`src/inc/nvc_regs.svh`:
```
// timing and field constants for the nonvolatile sram host controller
`ifndef NVC_REGS_SVH
`define NVC_REGS_SVH

// system clock period and rounding of least times up to whole cycles
`define NVC_CLK_NS 10
`define NVC_CYC_UP(ns) (((ns) + `NVC_CLK_NS - 1) / `NVC_CLK_NS)

// pin timing, in ns
`define NVC_T_PU_NS 1000000
`define NVC_T_ZZL_NS 1000
`define NVC_T_ZZEX_NS 450000
`define NVC_T_CA_NS 70
`define NVC_T_PC_NS 35
`define NVC_T_PAGE_NS 15

// derived cycle counts for the short waits
`define NVC_CA_CYC `NVC_CYC_UP(`NVC_T_CA_NS)
`define NVC_PC_CYC `NVC_CYC_UP(`NVC_T_PC_NS)
`define NVC_PAGE_CYC `NVC_CYC_UP(`NVC_T_PAGE_NS)
`define NVC_ZZL_CYC `NVC_CYC_UP(`NVC_T_ZZL_NS)

// widths and address split
`define NVC_CNT_W 20
`define NVC_ADDR_W 17
`define NVC_DATA_W 16
`define NVC_UPPER_MSB 16
`define NVC_UPPER_LSB 2
`define NVC_COL_MSB 1
`define NVC_COL_LSB 0
`define NVC_BE_LOW 0
`define NVC_BE_HIGH 1
`define NVC_CNT_ZERO 20'h00000

`endif

```
`src/inc/nvc_pkg.sv`:
```
// types shared by the nonvolatile sram host controller
`include "nvc_regs.svh"

package nvc_pkg;

  typedef logic [`NVC_CNT_W-1:0] nvc_cnt_t;

  typedef enum logic [3:0] {
    ST_POWERUP = 4'h0,
    ST_IDLE = 4'h1,
    ST_RD_ACC = 4'h2,
    ST_PAGE = 4'h3,
    ST_PG_ACC = 4'h4,
    ST_WR = 4'h5,
    ST_PRECHG = 4'h6,
    ST_SLEEP = 4'h7,
    ST_WAKE = 4'h8
  } nvc_state_e;

endpackage

```
`src/hdl/nvc_timer.sv`:
```
// loadable down counter that marks the end of a pin wait
`timescale 1ns/1ps
`include "nvc_regs.svh"

module nvc_timer #(
  parameter nvc_pkg::nvc_cnt_t RESET_COUNT = `NVC_CNT_ZERO
) (
  input wire logic clk_sys,
  input wire logic sys_rst,
  input wire logic load,
  input wire nvc_pkg::nvc_cnt_t loadValue,
  output logic done
);

  nvc_pkg::nvc_cnt_t count;

  // saturates at zero so done stays high until the next load
  always_ff @(posedge clk_sys)
  begin
    if (sys_rst)
      count <= RESET_COUNT;
    else if (load)
      count <= loadValue;
    else if (count != `NVC_CNT_ZERO)
      count <= count - nvc_pkg::nvc_cnt_t'(1);
  end

  assign done = (count == `NVC_CNT_ZERO);

endmodule

```
`src/hdl/nvc_host.sv`:
```
// host controller driving a 128k x 16 nonvolatile sram-compatible memory
// Functional notes
// - wait 450 us after wake before access
// - sleep may follow last write with no gap
// - no access within 1 ms of power-up
// - page column bits stable 15 ns per access
// - byte selects tied low only without byte writes
`timescale 1ns/1ps
`include "nvc_regs.svh"

module nvc_host #(
  parameter int PU_CYCLES = `NVC_CYC_UP(`NVC_T_PU_NS),
  parameter int WAKE_CYCLES = `NVC_CYC_UP(`NVC_T_ZZEX_NS)
) (
  input wire logic clk_sys,
  input wire logic sys_rst,
  input wire logic reqValid,
  output logic reqReady,
  input wire logic reqWrite,
  input wire logic [`NVC_ADDR_W-1:0] reqAddr,
  input wire logic [`NVC_DATA_W-1:0] reqWdata,
  input wire logic [1:0] reqByteEn,
  output logic rspValid,
  output logic [`NVC_DATA_W-1:0] rspRdata,
  input wire logic sleepReq,
  output logic asleep,
  output logic ceN,
  output logic weN,
  output logic oeN,
  output logic upperByteSelectN,
  output logic lowerByteSelectN,
  output logic sleepRequestN,
  output logic [`NVC_UPPER_MSB-`NVC_UPPER_LSB:0] upperAddressBits,
  output logic [`NVC_COL_MSB:0] pageColumnBits,
  input wire logic [`NVC_DATA_W-1:0] dataBusIn,
  output logic [`NVC_DATA_W-1:0] dataBusOut,
  output logic dataBusOe
);

  nvc_pkg::nvc_state_e state;
  logic pendValid;
  logic pendWrite;
  logic [`NVC_ADDR_W-1:0] pendAddr;
  logic [`NVC_DATA_W-1:0] pendData;
  logic [1:0] pendBe;
  logic take;
  logic pageHit;
  logic startOp;
  logic goSleep;
  logic goPrechg;
  logic wakeUp;
  logic tmrLoad;
  logic tmrDone;
  nvc_pkg::nvc_cnt_t tmrValue;

  // upper address compare used by the page decision
  function automatic logic samePage(input logic [`NVC_ADDR_W-1:0] a, input logic [`NVC_ADDR_W-1:0] b);
    samePage = (a[`NVC_UPPER_MSB:`NVC_UPPER_LSB] == b[`NVC_UPPER_MSB:`NVC_UPPER_LSB]);
  endfunction

  // decisions shared by the fsm and the timer loader
  assign take = reqValid && reqReady;
  assign pageHit = (state == nvc_pkg::ST_PAGE) && take && !reqWrite && samePage(reqAddr, pendAddr);
  assign startOp = (state == nvc_pkg::ST_IDLE) && pendValid;
  assign goSleep = (state == nvc_pkg::ST_IDLE) && !pendValid && !take && sleepReq;
  assign goPrechg = ((state == nvc_pkg::ST_WR) && tmrDone) ||
                    ((state == nvc_pkg::ST_PAGE) && ((take && !pageHit) || (!take && sleepReq)));
  assign wakeUp = (state == nvc_pkg::ST_SLEEP) && tmrDone && !sleepReq;

  // wait lengths; each load gives the level count plus one edge
  always_comb
  begin
    tmrLoad = 1'b1;
    tmrValue = `NVC_CNT_ZERO;
    if (startOp)
      tmrValue = nvc_pkg::nvc_cnt_t'(`NVC_CA_CYC - 1);
    else if (pageHit)
      tmrValue = nvc_pkg::nvc_cnt_t'(`NVC_PAGE_CYC - 1);
    else if (goPrechg)
      tmrValue = nvc_pkg::nvc_cnt_t'(`NVC_PC_CYC - 1);
    else if (goSleep)
      tmrValue = nvc_pkg::nvc_cnt_t'(`NVC_ZZL_CYC - 1);
    else if (wakeUp)
      tmrValue = nvc_pkg::nvc_cnt_t'(WAKE_CYCLES - 1);
    else
      tmrLoad = 1'b0;
  end

  // reset stands for the supply reaching its operating level
  nvc_timer #(
    .RESET_COUNT(nvc_pkg::nvc_cnt_t'(PU_CYCLES - 1))
  ) u_timer (
    .clk_sys(clk_sys),
    .sys_rst(sys_rst),
    .load(tmrLoad),
    .loadValue(tmrValue),
    .done(tmrDone)
  );

  // request capture; a page hit updates the address but needs no start
  always_ff @(posedge clk_sys)
  begin
    if (sys_rst)
    begin
      pendValid <= 1'b0;
      pendWrite <= 1'b0;
      pendAddr <= {`NVC_ADDR_W{1'b0}};
      pendData <= {`NVC_DATA_W{1'b0}};
      pendBe <= 2'h0;
    end
    else
    begin
      if (take)
      begin
        pendWrite <= reqWrite;
        pendAddr <= reqAddr;
        pendData <= reqWdata;
        pendBe <= reqByteEn;
      end
      if (take && !pageHit)
        pendValid <= 1'b1;
      else if (startOp)
        pendValid <= 1'b0;
    end
  end

  // main sequencer and memory pins
  always_ff @(posedge clk_sys)
  begin
    if (sys_rst)
    begin
      state <= nvc_pkg::ST_POWERUP;
      reqReady <= 1'b0;
      ceN <= 1'b1;
      weN <= 1'b1;
      oeN <= 1'b1;
      upperByteSelectN <= 1'b1;
      lowerByteSelectN <= 1'b1;
      sleepRequestN <= 1'b1;
      upperAddressBits <= 15'h0000;
      pageColumnBits <= 2'h0;
      dataBusOut <= 16'h0000;
      dataBusOe <= 1'b0;
      asleep <= 1'b0;
    end
    else
    begin
      unique case (state)
        nvc_pkg::ST_POWERUP:
        begin
          if (tmrDone)
          begin
            state <= nvc_pkg::ST_IDLE;
            reqReady <= 1'b1;
          end
        end
        nvc_pkg::ST_IDLE:
        begin
          if (startOp)
          begin
            // both selects driven from the request so byte writes stay safe
            ceN <= 1'b0;
            weN <= !pendWrite;
            oeN <= pendWrite;
            upperByteSelectN <= !pendBe[`NVC_BE_HIGH];
            lowerByteSelectN <= !pendBe[`NVC_BE_LOW];
            upperAddressBits <= pendAddr[`NVC_UPPER_MSB:`NVC_UPPER_LSB];
            pageColumnBits <= pendAddr[`NVC_COL_MSB:`NVC_COL_LSB];
            dataBusOut <= pendData;
            dataBusOe <= pendWrite;
            state <= pendWrite ? nvc_pkg::ST_WR : nvc_pkg::ST_RD_ACC;
          end
          else if (take)
            reqReady <= 1'b0;
          else if (goSleep)
          begin
            // enable pins already idle high, so the memory sees standby first
            sleepRequestN <= 1'b0;
            asleep <= 1'b1;
            reqReady <= 1'b0;
            state <= nvc_pkg::ST_SLEEP;
          end
          else
            reqReady <= 1'b1;
        end
        nvc_pkg::ST_RD_ACC, nvc_pkg::ST_PG_ACC:
        begin
          if (tmrDone)
          begin
            // chip enable stays low so a following read can use page mode
            reqReady <= 1'b1;
            state <= nvc_pkg::ST_PAGE;
          end
        end
        nvc_pkg::ST_PAGE:
        begin
          if (pageHit)
          begin
            // only the column bits and byte selects move; upper bits keep the open row
            pageColumnBits <= reqAddr[`NVC_COL_MSB:`NVC_COL_LSB];
            upperByteSelectN <= !reqByteEn[`NVC_BE_HIGH];
            lowerByteSelectN <= !reqByteEn[`NVC_BE_LOW];
            reqReady <= 1'b0;
            state <= nvc_pkg::ST_PG_ACC;
          end
          else if (goPrechg)
          begin
            ceN <= 1'b1;
            oeN <= 1'b1;
            reqReady <= 1'b0;
            state <= nvc_pkg::ST_PRECHG;
          end
        end
        nvc_pkg::ST_WR:
        begin
          if (tmrDone)
          begin
            // both enables rise together; data is held one more cycle
            weN <= 1'b1;
            ceN <= 1'b1;
            state <= nvc_pkg::ST_PRECHG;
          end
        end
        nvc_pkg::ST_PRECHG:
        begin
          dataBusOe <= 1'b0;
          upperByteSelectN <= 1'b1;
          lowerByteSelectN <= 1'b1;
          if (tmrDone)
          begin
            // a sleep may follow a finished write at once
            reqReady <= !pendValid;
            state <= nvc_pkg::ST_IDLE;
          end
        end
        nvc_pkg::ST_SLEEP:
        begin
          if (wakeUp)
          begin
            sleepRequestN <= 1'b1;
            state <= nvc_pkg::ST_WAKE;
          end
        end
        nvc_pkg::ST_WAKE:
        begin
          if (tmrDone)
          begin
            asleep <= 1'b0;
            reqReady <= 1'b1;
            state <= nvc_pkg::ST_IDLE;
          end
        end
        default:
        begin
          state <= nvc_pkg::ST_IDLE;
          reqReady <= 1'b0;
        end
      endcase
    end
  end

  // read data sampled at the end of the access wait
  always_ff @(posedge clk_sys)
  begin
    if (sys_rst)
    begin
      rspValid <= 1'b0;
      rspRdata <= 16'h0000;
    end
    else
    begin
      rspValid <= ((state == nvc_pkg::ST_RD_ACC) || (state == nvc_pkg::ST_PG_ACC)) && tmrDone;
      if (((state == nvc_pkg::ST_RD_ACC) || (state == nvc_pkg::ST_PG_ACC)) && tmrDone)
        rspRdata <= dataBusIn;
    end
  end

  // helper counters for the hold-off checks
  localparam int ZZL_CYC = `NVC_ZZL_CYC;
  logic [`NVC_CNT_W-1:0] zzLowCnt;
  logic [`NVC_CNT_W-1:0] wakeCnt;
  logic [`NVC_CNT_W-1:0] puCnt;

  always_ff @(posedge clk_sys)
  begin
    if (sys_rst)
    begin
      zzLowCnt <= `NVC_CNT_ZERO;
      wakeCnt <= {`NVC_CNT_W{1'b1}};
      puCnt <= `NVC_CNT_ZERO;
    end
    else
    begin
      zzLowCnt <= sleepRequestN ? `NVC_CNT_ZERO : zzLowCnt + 20'h00001;
      if (!sleepRequestN)
        wakeCnt <= `NVC_CNT_ZERO;
      else if (wakeCnt != {`NVC_CNT_W{1'b1}})
        wakeCnt <= wakeCnt + 20'h00001;
      if (puCnt != {`NVC_CNT_W{1'b1}})
        puCnt <= puCnt + 20'h00001;
    end
  end
endmodule

```
`config.mk`:
```
export PLATFORM = sky130hd
export DESIGN_NAME = nvc_host
export DESIGN_NICKNAME = d
export VERILOG_FILES = /design/src/inc/nvc_pkg.sv /design/src/hdl/nvc_timer.sv /design/src/hdl/nvc_host.sv
export VERILOG_INCLUDE_DIRS = /design/src /design/src/inc
export SDC_FILE = /design/constraint.sdc
export NUM_CORES = 1
export LEC_CHECK = 0
export ABC_AREA = 1
export BUFFER_PORTS_ARGS = -buffer_cell sky130_fd_sc_hd__buf_4
export CAP_MARGIN = 0
export CORE_ASPECT_RATIO = 0.5
export CORE_MARGIN = 2
export CORE_UTILIZATION = 27
export DETAILED_ROUTE_END_ITERATION = 8
export PLACE_DENSITY = 0.45
export SYNTH_ARGS = -nofsm -noshare
export SYNTH_HDL_FRONTEND = slang
export SYNTH_SLANG_ARGS = --single-unit
```
`constraint.sdc`:
```
create_clock -name clk_sys -period 1.8 [get_ports clk_sys]
set_input_delay 0.09 -clock clk_sys [delete_from_list [all_inputs] [get_ports clk_sys]]
set_output_delay 0.09 -clock clk_sys [all_outputs]
set_load 0.1 [all_outputs]
```
==> out/metrics.yaml, run 1 <==
clock_tree:
  cts.htree.levels: 4
  cts.path.max_buffers: 2
  cts_tree: "yes"
  cts_buffers: 17
  cts_root_buf: "clkbuf_16"
  cts.sinks: 120
  clock_latency_ps: 420
  clk_pin_slew_ps: 60
logic_synthesis:
  syn_area_per_cell_um2: 7.09
  synthAdderAreaFrac_pct: 0.472
  synth-simple-area-share_pct: 30.0
  synth.area.mux_share_pct: 0
  synth_compound_area_share_pct: 14.2
  yosysSeqAreaShare_pct: 45.4
  ys_types: 32
  synth_fp_nets: 805
  synthCells: 747
  netlist_area_um2: 5300
  yosysWarningCount: 0
  synth_xor_area_share_pct: 3.47
  synth_top_family_by_area: "simple AND/OR/NAND/NOR gates"
  ys_seq_elements: 120
finish:
  final_nets: 1082
  stdcell_area_um2: 8800
  drive_gt1_share_pct: 37.1
  diodes: 0
  syn_to_final_growth_pct: 66.1
detailed_routing:
  drc: 0
  first_iter_violations: 170
  detail_route.wl_per_cell_um: 13.5
  wirelength_mm: 17.6
  avgViaCountPerCell: 4.43
  firstDrtPassIters: 6
  vias: 5771
  ant_nets: 0
worst_setup_path:
  worstPathArrival_ps: 2080
  crit_required_ps: 2090
  worstSetupPathType: "register to register"
  cp-end-kind: "register"
  start_kind: "register"
  worstPathMaxFanout: 5
global_routing:
  antenna_found_initial: 0
  overflow: 0
  grt_pass1_wl_mm: 28.1
  grt.total_usage_pct: 17.1
  grt_pass1_vias: 5692
  grt_max_degree: 65
timing:
  fin_crit_ps: 1790
  setup_violations: 0
  rsz0062_at_grt: "yes"
  max_freq_mhz: 559
  timing.final.crit_share_pct: 99.3
  max_slew.worst_pin.slew_ps: 421
  finalHoldViolations: 0
  drv_slew: 0
  fin_skew_ps: 11.2
  relSlewSlack_pct: 72.0
power_and_ir_drop:
  p_per_area_nw_per_um2: 1110
  fin_total_pwr_uw: 9790
  vdd_drop_max_uv: 602
  power.leakage_uw: 0.00404
worst_hold_path:
  hp-class: "input port to register"
place:
  place_congestion: 0.808
  portBuffers: 114
  place_area_um2: 7100
  hpwl_mm: 11.6
job:
  cap_violations: 0
status:
  status: "complete, no violations"
die:
  die-area_um2: 20800
  start_util_pct: 27.4
  fp.dieW_um: 202
  row_count: 36
  die_h_um: 103
  fp.coreArea_um2: 19300
  boundaryPins: 115
-- cells in the mapped netlist --
cell type  instances  area, um^2
o21ai_1            6        30.0
a31o_2             1        8.76
nand2_1          121         454
nand2_2            4        25.0
buf_6              2        22.5
clkinv_1           3        11.3
o311ai_0           1        8.76
nand3_4            2        35.0
ha_1               2        25.0
inv_2              5        18.8
nor4_1             3        18.8
xnor2_1           11        96.3
o21ai_0           95         475
and3_1             2        12.5
buf_1              1        3.75
nor2_8             2        40.0
nand3_1           24         120
nand3_2            3        30.0
nor2_2             5        31.3
o211ai_1           2        15.0
nor3_1             8        40.0
inv_1             51         191
dfxtp_1          120        2400
nor3_2             2        20.0
a31oi_1            3        18.8
xor2_1            10        87.6
nor2_4             2        22.5
nor2_1           185         694
clkbuf_1          26        97.6
a211oi_1           2        15.0
nand4_1            7        43.8
a21oi_1           36         180
-- flip-flops by register name (all words and copies together) (netlist names) --
name,flops
pageColumnBits,2
rspValid,1
rspRdata,16
lowerByteSelectN,1
pendValid,1
dataBusOut,16
upperByteSelectN,1
state,4
pendBe,2
ceN,1
oeN,1
u_timer.count,20
sleepRequestN,1
asleep,1
dataBusOe,1
reqReady,1
upperAddressBits,15
pendAddr,17
weN,1
pendData,16
pendWrite,1
-- report_power, final --
| group | internal (uW) | total [uW] | switching, uW |
|---|---|---|---|
| registers | 3000 | 3240 | 235 |
| clock network | 1940 | 3300 | 1360 |
| logic | 1340 | 3250 | 1910 |
-- cell usage in the layout (no fill, tap or decap), types with 3 or more instances in the layout --
cell type        n
nor2_4          16
buf_6            9
nand2_2         25
nand2_4          3
dlygate4sd3_1   52
nor3_4           4
inv_2           11
nor2_1         166
nand2_1         97
nor3_1           5
clkinv_2         5
nand3_4          4
o21ai_0         94
xnor2_1         10
clkbuf_16       17
inv_6            3
dfxtp_2         17
inv_1           44
nand4_1          7
nand3_2          7
nand3_1         18
a21oi_1         34
o21ai_2          4
buf_4          223
clkinv_4         3
nor2_2          11
nor4_2           3
dfxtp_1        102
xor2_1          10
inv_4            3
-- path summary, 6_finish.rpt --
check	from	end	slack [ps]	cells past startpoint
max	u_timer.count[6]$_SDFFE_PP0P_	u_timer.count[2]$_SDFFE_PP1P_	10	13
min	sys_rst	state[1]$_SDFFE_PP0P_	30	2
max reg2reg	u_timer.count[6]$_SDFFE_PP0P_	u_timer.count[2]$_SDFFE_PP1P_	10	13
min reg2reg	pendBe[0]$_SDFFE_PP0N_	pendBe[0]$_SDFFE_PP0N_	460	2
-- final cells by class --
cell class	instances	area [um^2]
fillers	1931	10500
multi-input cells	541	2930
flip-flops and latches	120	2430
repair buffers	285	2320
clock buffers	18	439
well taps	266	333
inverters	59	229
clock inverters	14	123
-- cells by family (layout without fill, tap and decap cells) --
family	after synthesis	after routing
AO/OA/AOI/OAI	146	146
XOR/XNOR	21	21
adder cells (fa/ha/maj)	2	2
buffers and inverters	88	376
flip-flops	120	120
AND/OR/NAND/NOR	370	372
-- worst max-delay path, cell delays in order, from the launching register on --
cell and delay (ps):
dfxtp_1 340, nor2_2 190, nand2_4 110, nor2_4 140, nand3_4 110, nor3_4 170, nor2_2 80, nand3_4 120
nor2_8 60, buf_4 130, nand2_1 50, nand2_1 60, nand2_2 60, nand2_1 40
-- timing repair --
action                                 in CTS  in global routing
gates resized for setup                    41                 83
gates cloned                                1                  1
setup buffers                              14                 11
hold buffers                               52                  0
pin swaps                                  18                 51
endpoints found under the hold margin      55                  0
setup endpoints to repair                  37                 66
-- per-layer routing --
metal / wire, um / vias up / track usage (%) / part of all wire, %
li1: - / 2972 / - / -
met1: 8230 / 2703 / 20.9 / 47
met2: 8550 / 73 / 30.3 / 48
met3: 611 / 23 / 4.30 / 3.5
met4: 244 / 0 / 5.15 / 1.4
met5: 0 / - / 0 / 0
-- per-stage QoR --
step | worst slack [ps] | utilization, % | hold slack [ps] | std cells | setup TNS, ps
4_1_cts | -9.61 | 43.6 | 22.7 | 1291 | -24.9
3_3_place_gp | -128 | 36.8 | 312 | 1192 | -2430
5_1_grt | -164 | 45.5 | 40.8 | 1303 | -2300
2_1_floorplan | -14.5 | - | 168 | 747 | -76.5
6_report | 12.1 | 45.5 | 26.2 | 1303 | 0
3_5_place_dp | -157 | 36.8 | 319 | 1192 | -1950
Power figures use the tool's default switching activity.
==> inputs of run 2 (changes only) <==
Settings changed: CTS_BUF_LIST set to sky130_fd_sc_hd__clkbuf_2, SETUP_SLACK_MARGIN set to 0.1.
==> run 2 against run 1 <==
  * The run now ends with hold timing, setup timing left
  * Register-to-register slack worse by 30 ps
  * First-iteration DRC count up 36%
  * Core utilization up 0.21 points
  * Die area unchanged
  * Non-clock buffer count up 9
  * Global-route usage down 0.21 points
  * Hold slack worse by 320 ps
  * Final cell count up 0.84%
  * Critical path type unchanged
  * Largest cell class unchanged
  * Highest routed layer unchanged
==> out/metrics.yaml, run 2 (synthesis gave the netlist of run 1 again) <==
finish:
  final_common_cell: "buf_4"
  largest_register_ffs: 20  # unchanged
  final_nets: 1091  # +0.83%
  multi_input_area_um2: 2970  # +1.2%
  drive_gt1_share_pct: 37.6  # +0.45 points
  fill_cells: 1959  # +1.5%
  regMostFlops: "u_timer.count"
  most-common-layout-cells: "buf_4 (203), nor2_1 (163), dfxtp_1 (99)"
  regArea_um2: 2440  # +0.46%
  instances_no_fill: 1314  # +0.84%
  reg_top3: "u_timer.count: 20 flops, pendAddr: 17 flops"
  syn_to_final_growth_pct: 66.9
die:
  fp.dieW_um: 202  # unchanged
  die_h_um: 103  # unchanged
  boundaryPins: 115  # unchanged
  row_count: 36  # unchanged
  start_util_pct: 27.4  # unchanged
  fp.coreArea_um2: 19300  # unchanged
  die-area_um2: 20800  # unchanged
clock_tree:
  cts.htree.levels: 4  # unchanged
  clock_latency_ps: 700  # +280 ps
  clk_pin_slew_ps: 230  # +170 ps
  cts_buffers: 17  # unchanged
  cts.sinks: 120  # unchanged
  cts_root_buf: "clkbuf_2"
  cts.path.max_buffers: 2  # unchanged
  cts_tree: "yes"
  postCtsHoldBufs: 66  # +27%
worst_setup_path:
  critPathMaxStageDelay_ps: 420  # +80 ps
  worstPathArrival_ps: 2450  # +370 ps
  crit_chain: "nor2_4, inv_2, nor2_8, nand3_2, nor2_2, nand3_2, nand3_4, buf_6, nand4_1, buf_4, a21oi_2, nor2_1"
  start_kind: "register"
  crit_buf_inv: 3  # +2
  worst_path_dominant_cell_family: "simple AND/OR/NAND/NOR gates"
  worstSetupPathType: "register to register"
  worstPathMaxFanout: 4  # -1
  crit_required_ps: 2440  # +350 ps
  cp-end-kind: "register"
  cpMostUsedCell: "nand3_2"
  slowest_stage: "dfxtp_4"
timing:
  setup_slack_ps: -13.9  # -26.1 ps
  rsz0062_at_grt: "yes"
  max_slew.worst_pin.slew_ps: 442  # +21.1 ps
  timing.final.crit_share_pct: 101  # +1.4 points
  drv_slew: 0  # unchanged
  relSlewSlack_pct: 70.6  # -1.4 points
  max_freq_mhz: 551  # -1.4%
  hold_ws_ps: -290  # -316 ps
  fin_skew_ps: 48.2  # +37.0 ps
  fin_crit_ps: 1810  # +26.1 ps
  setup_tns_ps: -29.5  # -29.5 ps
  setup_violations: 4  # +4
  finalHoldViolations: 13  # +13
place:
  pre_cts_ws_ps: -146  # +11.4 ps
  place_congestion: 0.822  # +1.7%
  dpl.cell_count: 1179  # -1.1%
  portBuffers: 114  # unchanged
  hpwl_mm: 11.7  # +1.1%
status:
  violations: "hold timing, setup timing"
  status: "finished with violations"
detailed_routing:
  detail_route.wl_per_cell_um: 13.7  # +1.5%
  firstDrtPassIters: 4  # -2
  first_iter_violations: 231  # +36%
  avgViaCountPerCell: 4.39  # -0.79%
  ant_nets: 0  # unchanged
  vias: 5774  # +0.052%
  wirelength_mm: 18.1  # +2.3%
  drc: 0  # unchanged
power_and_ir_drop:
  vdd_drop_max_uv: 420  # -30%
  power.leakage_uw: 0.00399  # -1.2%
  p_per_area_nw_per_um2: 985  # -12%
global_routing:
  grt_pass1_wl_mm: 27.7  # -1.6%
  antenna_found_initial: 1  # +1
  grt_pass1_vias: 5501  # -3.4%
  overflow: 0  # unchanged
  grt_max_degree: 37  # -43%
  grt.total_usage_pct: 16.9  # -0.21 points
worst_hold_path:
  hp-class: "input port to register"
job:
  cap_violations: 0  # unchanged
-- run 2: changes by cell type in the layout (fill, tap and decap cells not counted), moves of 4 or more --
cell / previous run / this run
buf_4: 223 / 203
clkbuf_2: 0 / 18
clkbuf_16: 17 / 3
dlygate4sd3_1: 52 / 66
nand2_1: 97 / 89
o21ai_1: 2 / 9
nor2_2: 11 / 17
buf_12: 1 / 6
buf_6: 9 / 14
clkinv_2: 5 / 1
nand2_4: 3 / 7
nor2_4: 16 / 12
-- run 2: worst paths after layout --
| kind | to | cells past startpoint | slack, ps | startpoint |
|---|---|---|---|---|
| min reg2reg | pendBe[0]$_SDFFE_PP0N_ | 2 | 470 | pendBe[0]$_SDFFE_PP0N_ |
| min | state[2]$_SDFFE_PP0P_ | 2 | -290 | sys_rst |
| max reg2reg | reqReady$_SDFFE_PP0P_ | 12 | -10 | state[2]$_SDFFE_PP0P_ |
| max | reqReady$_SDFFE_PP0P_ | 12 | -10 | state[2]$_SDFFE_PP0P_ |
-- run 2: where the power goes --
group          switching [uW]  internal (uW)
registers                 234           3010
clock network            1170            932
logic                    1970           1390
total                    3370           5330
-- run 2: layout make-up --
class / count / share of cell area, %
antenna: 2 / 0.0566
timing repair buffer: 294 / 29.0
inverter: 59 / 2.66
timing repair inverter: 1 / 0.0708
multi-input combinational: 540 / 33.6
clock inverter: 14 / 2.24
clock buffer: 18 / 1.02
tap: 266 / 3.77
sequential: 120 / 27.6
-- run 2: layer usage --
metal  track usage [%]  share of wire, %  vias up
met5                 0                 0        -
met4              4.81              0.69        0
met3              3.79               3.8       10
met2              30.1                49       90
met1              20.9                47     2693
li1                  -                 -     2981
-- run 2: timing repair --
action	4_1_cts	5_1_grt
hold endpoints to repair	75	13
pin swaps	17	34
gates resized for setup	59	100
gates cloned	0	5
buffers inserted	17	13
endpoints found under the setup margin	69	74
-- run 2: per-stage QoR --
step           utilization, %  instance area (um^2)  power [uW]
2_1_floorplan               -                  5330        4950
3_3_place_gp             36.4                  7030        5880
3_5_place_dp             36.4                  7030        5880
4_1_cts                  42.9                  8290        8400
5_1_grt                  45.7                  8840        9210
6_report                 45.7                  8840        8700
==> inputs of run 3 (changes only) <==
Settings changed: RECOVER_POWER set to 25.
==> run 3 against run 2 <==
  * The run still ends with hold timing, setup timing left
  * Sequential power barely moved
  * Setup slack barely moved
  * Via count did not move
  * Total power barely moved
  * Routed wire length barely moved
  * Critical path depth did not move
  * Sequential share of layout area barely moved
  * Critical endpoint unchanged
  * Largest cell class unchanged
==> out/metrics.yaml, run 3 (synthesis gave the netlist of run 1 again) <==
status:
  status: "finished with violations"
  violations: "hold timing, setup timing"
worst_setup_path:
  crit_buf_inv: 3  # unchanged
  crit_required_ps: 2440  # about the same
  rrSetupSlack_ps: -10  # about the same
  worstPathMaxFanout: 4  # unchanged
  worst_path_dominant_cell_family: "simple AND/OR/NAND/NOR gates"
  crit_chain: "nor2_4, inv_2, nor2_8, nand3_2, nor2_2, nand3_2, nand3_4, buf_6, nand4_1, buf_4, a21oi_2, nor2_1"
  r2r_cells: 12  # unchanged
  start_kind: "register"
  slowest_stage: "dfxtp_4"
  worstSetupPathType: "register to register"
  cp-end-kind: "register"
  cpMostUsedCell: "nand3_2"
  worstPathArrival_ps: 2450  # about the same
  critPathMaxStageDelay_ps: 420  # about the same
  reg2reg_to: "reqReady$_SDFFE_PP0P_"
  r2r_start: "state[2]$_SDFFE_PP0P_"
global_routing:
  antenna_found_initial: 1  # unchanged
  grt_pass1_vias: 5501  # unchanged
  grt_max_degree: 37  # unchanged
  grt.total_usage_pct: 16.9  # unchanged
  grt_pass1_wl_mm: 27.7  # unchanged
  overflow: 0  # unchanged
clock_tree:
  clk_pin_slew_ps: 240  # about the same
  postCtsHoldBufs: 66  # unchanged
  clock_latency_ps: 700  # about the same
  cts_tree: "yes"
  cts_root_buf: "clkbuf_2"
  cts.htree.levels: 4  # unchanged
  cts_buffers: 17  # unchanged
  cts.path.max_buffers: 2  # unchanged
  cts.sinks: 120  # unchanged
finish:
  reg_top3: "u_timer.count: 20 flops, pendAddr: 17 flops"
  regMostFlops: "u_timer.count"
  most-common-layout-cells: "buf_4 (202), nor2_1 (163), dfxtp_1 (99)"
  final_nets: 1091  # unchanged
  regArea_um2: 2440  # unchanged
  largest_register_ffs: 20  # unchanged
  fill_cells: 1958  # -0.051%
  final_common_cell: "buf_4"
  multi_input_area_um2: 2970  # unchanged
  drive_gt1_share_pct: 37.6  # unchanged
  syn_to_final_growth_pct: 66.8  # about the same
detailed_routing:
  drc: 0  # unchanged
  firstDrtPassIters: 4  # unchanged
  first_iter_violations: 228  # -1.3%
  ant_nets: 0  # unchanged
  avgViaCountPerCell: 4.39  # unchanged
  detail_route.wl_per_cell_um: 13.7  # about the same
  vias: 5774  # unchanged
  wirelength_mm: 18.1  # about the same
power_and_ir_drop:
  p_sw_uw: 3370  # about the same
  internal_power_uw: 5330  # about the same
  power.leakage_uw: 0.00399  # about the same
  pwr-share-clk_pct: 24.2  # about the same
  switching_share_pct: 38.7  # about the same
  pwr-share-seq_pct: 37.2  # about the same
  vdd_drop_max_uv: 420  # about the same
  p_per_area_nw_per_um2: 985  # about the same
  fin_total_pwr_uw: 8700  # about the same
  p_comb_share_pct: 38.6  # about the same
timing:
  timing.final.crit_share_pct: 101  # about the same
  drv_slew: 0  # unchanged
  relSlewSlack_pct: 56.0  # -15 points
  rsz0062_at_grt: "yes"
  fin_crit_ps: 1810  # -0.0127 ps
  max_freq_mhz: 551  # about the same
  setup_violations: 4  # unchanged
  fin_skew_ps: 48.3  # +0.118 ps
  max_slew.worst_pin.slew_ps: 659  # +218 ps
  setup_slack_ps: -13.9  # +0.0127 ps
  hold_ws_ps: -291  # -0.810 ps
  finalHoldViolations: 13  # unchanged
die:
  fp.dieW_um: 202  # unchanged
  boundaryPins: 115  # unchanged
  die_h_um: 103  # unchanged
  fp.coreArea_um2: 19300  # unchanged
  row_count: 36  # unchanged
  die-area_um2: 20800  # unchanged
  start_util_pct: 27.4  # unchanged
worst_hold_path:
  hold_start: "sys_rst"
  hold_depth: 2  # unchanged
  hold_end: "state[2]$_SDFFE_PP0P_"
  hp-class: "input port to register"
place:
  place_congestion: 0.822  # unchanged
  hpwl_mm: 11.7  # unchanged
  portBuffers: 114  # unchanged
job:
  cap_violations: 0  # unchanged
-- run 3: worst register-to-register path: cells and delay by family, from the launching register on --
family / cells / cell delay [ps]
buffers and inverters: 3 / 390
AND/OR/NAND/NOR: 8 / 830
flip-flops: 1 / 420
AO/OA/AOI/OAI: 1 / 100
-- run 3: layout make-up --
type	instances	area share [%]
well taps	266	3.77
multi-input cells	540	33.6
clock buffers	18	1.02
diodes	2	0.0566
repair buffers	294	29.0
inverters	59	2.66
clock inverters	14	2.24
repair inverters	1	0.0708
flip-flops and latches	120	27.6
-- run 3: power by group through the flow --
stage / sequential, uW / clock [uW] / combinational [uW]
finish: 3240 / 2100 / 3360
global route: 3290 / 2290 / 3640
CTS: 3210 / 2180 / 3010
detailed placement: 3260 / 0 / 2630
global placement: 3250 / 0 / 2630
floorplan: 3800 / 0 / 1150
-- run 3: timing repair --
| action | CTS | global route |
|---|---|---|
| hold endpoints to repair | 75 | 13 |
| buffers inserted | 17 | 13 |
| gates resized for setup | 59 | 100 |
| gates cloned | 0 | 5 |
| endpoints found under the setup margin | 69 | 74 |
| pin swaps | 17 | 34 |
-- run 3: worst max path at each step --
| stage | slack (ps) | end | cells past startpoint | startpoint |
|---|---|---|---|---|
| 5_1_grt | -180 | reqReady$_SDFFE_PP0P_ | 14 | pendAddr[9]$_SDFFE_PP0N_ |
| 6_report | -10 | reqReady$_SDFFE_PP0P_ | 12 | state[2]$_SDFFE_PP0P_ |
| 3_3_place_gp | -120 | u_timer.count[0]$_SDFFE_PP1P_ | 13 | pendAddr[9]$_SDFFE_PP0N_ |
| 3_5_place_dp | -150 | u_timer.count[19]$_SDFFE_PP0P_ | 9 | u_timer.count[2]$_SDFFE_PP1P_ |
| 4_1_cts | -40 | u_timer.count[11]$_SDFFE_PP0P_ | 14 | state[2]$_SDFFE_PP0P_ |
| 2_1_floorplan | -10 | u_timer.count[0]$_SDFFE_PP1P_ | 11 | reqReady$_SDFFE_PP0P_ |
-- run 3: routing by layer --
| metal | global-route usage, % | vias up | wire, um | share of wire [%] |
|---|---|---|---|---|
| li1 | - | 2981 | - | - |
| met1 | 20.9 | 2693 | 8480 | 47 |
| met2 | 30.1 | 90 | 8760 | 49 |
| met3 | 3.79 | 10 | 686 | 3.8 |
| met4 | 4.81 | 0 | 125 | 0.69 |
| met5 | 0 | - | 0 | 0 |
-- run 3: metrics by stage --
stage | utilization, % | instance area [um^2] | setup TNS (ps) | instances | setup WS [ps]
6_report | 45.7 | 8840 | -29.8 | 1314 | -13.9
5_1_grt | 45.7 | 8840 | -2380 | 1314 | -179
4_1_cts | 42.9 | 8290 | -175 | 1294 | -37.3
3_5_place_dp | 36.4 | 7030 | -1990 | 1179 | -146
3_3_place_gp | 36.4 | 7030 | -1630 | 1179 | -118
2_1_floorplan | - | 5330 | -76.5 | 747 | -14.5
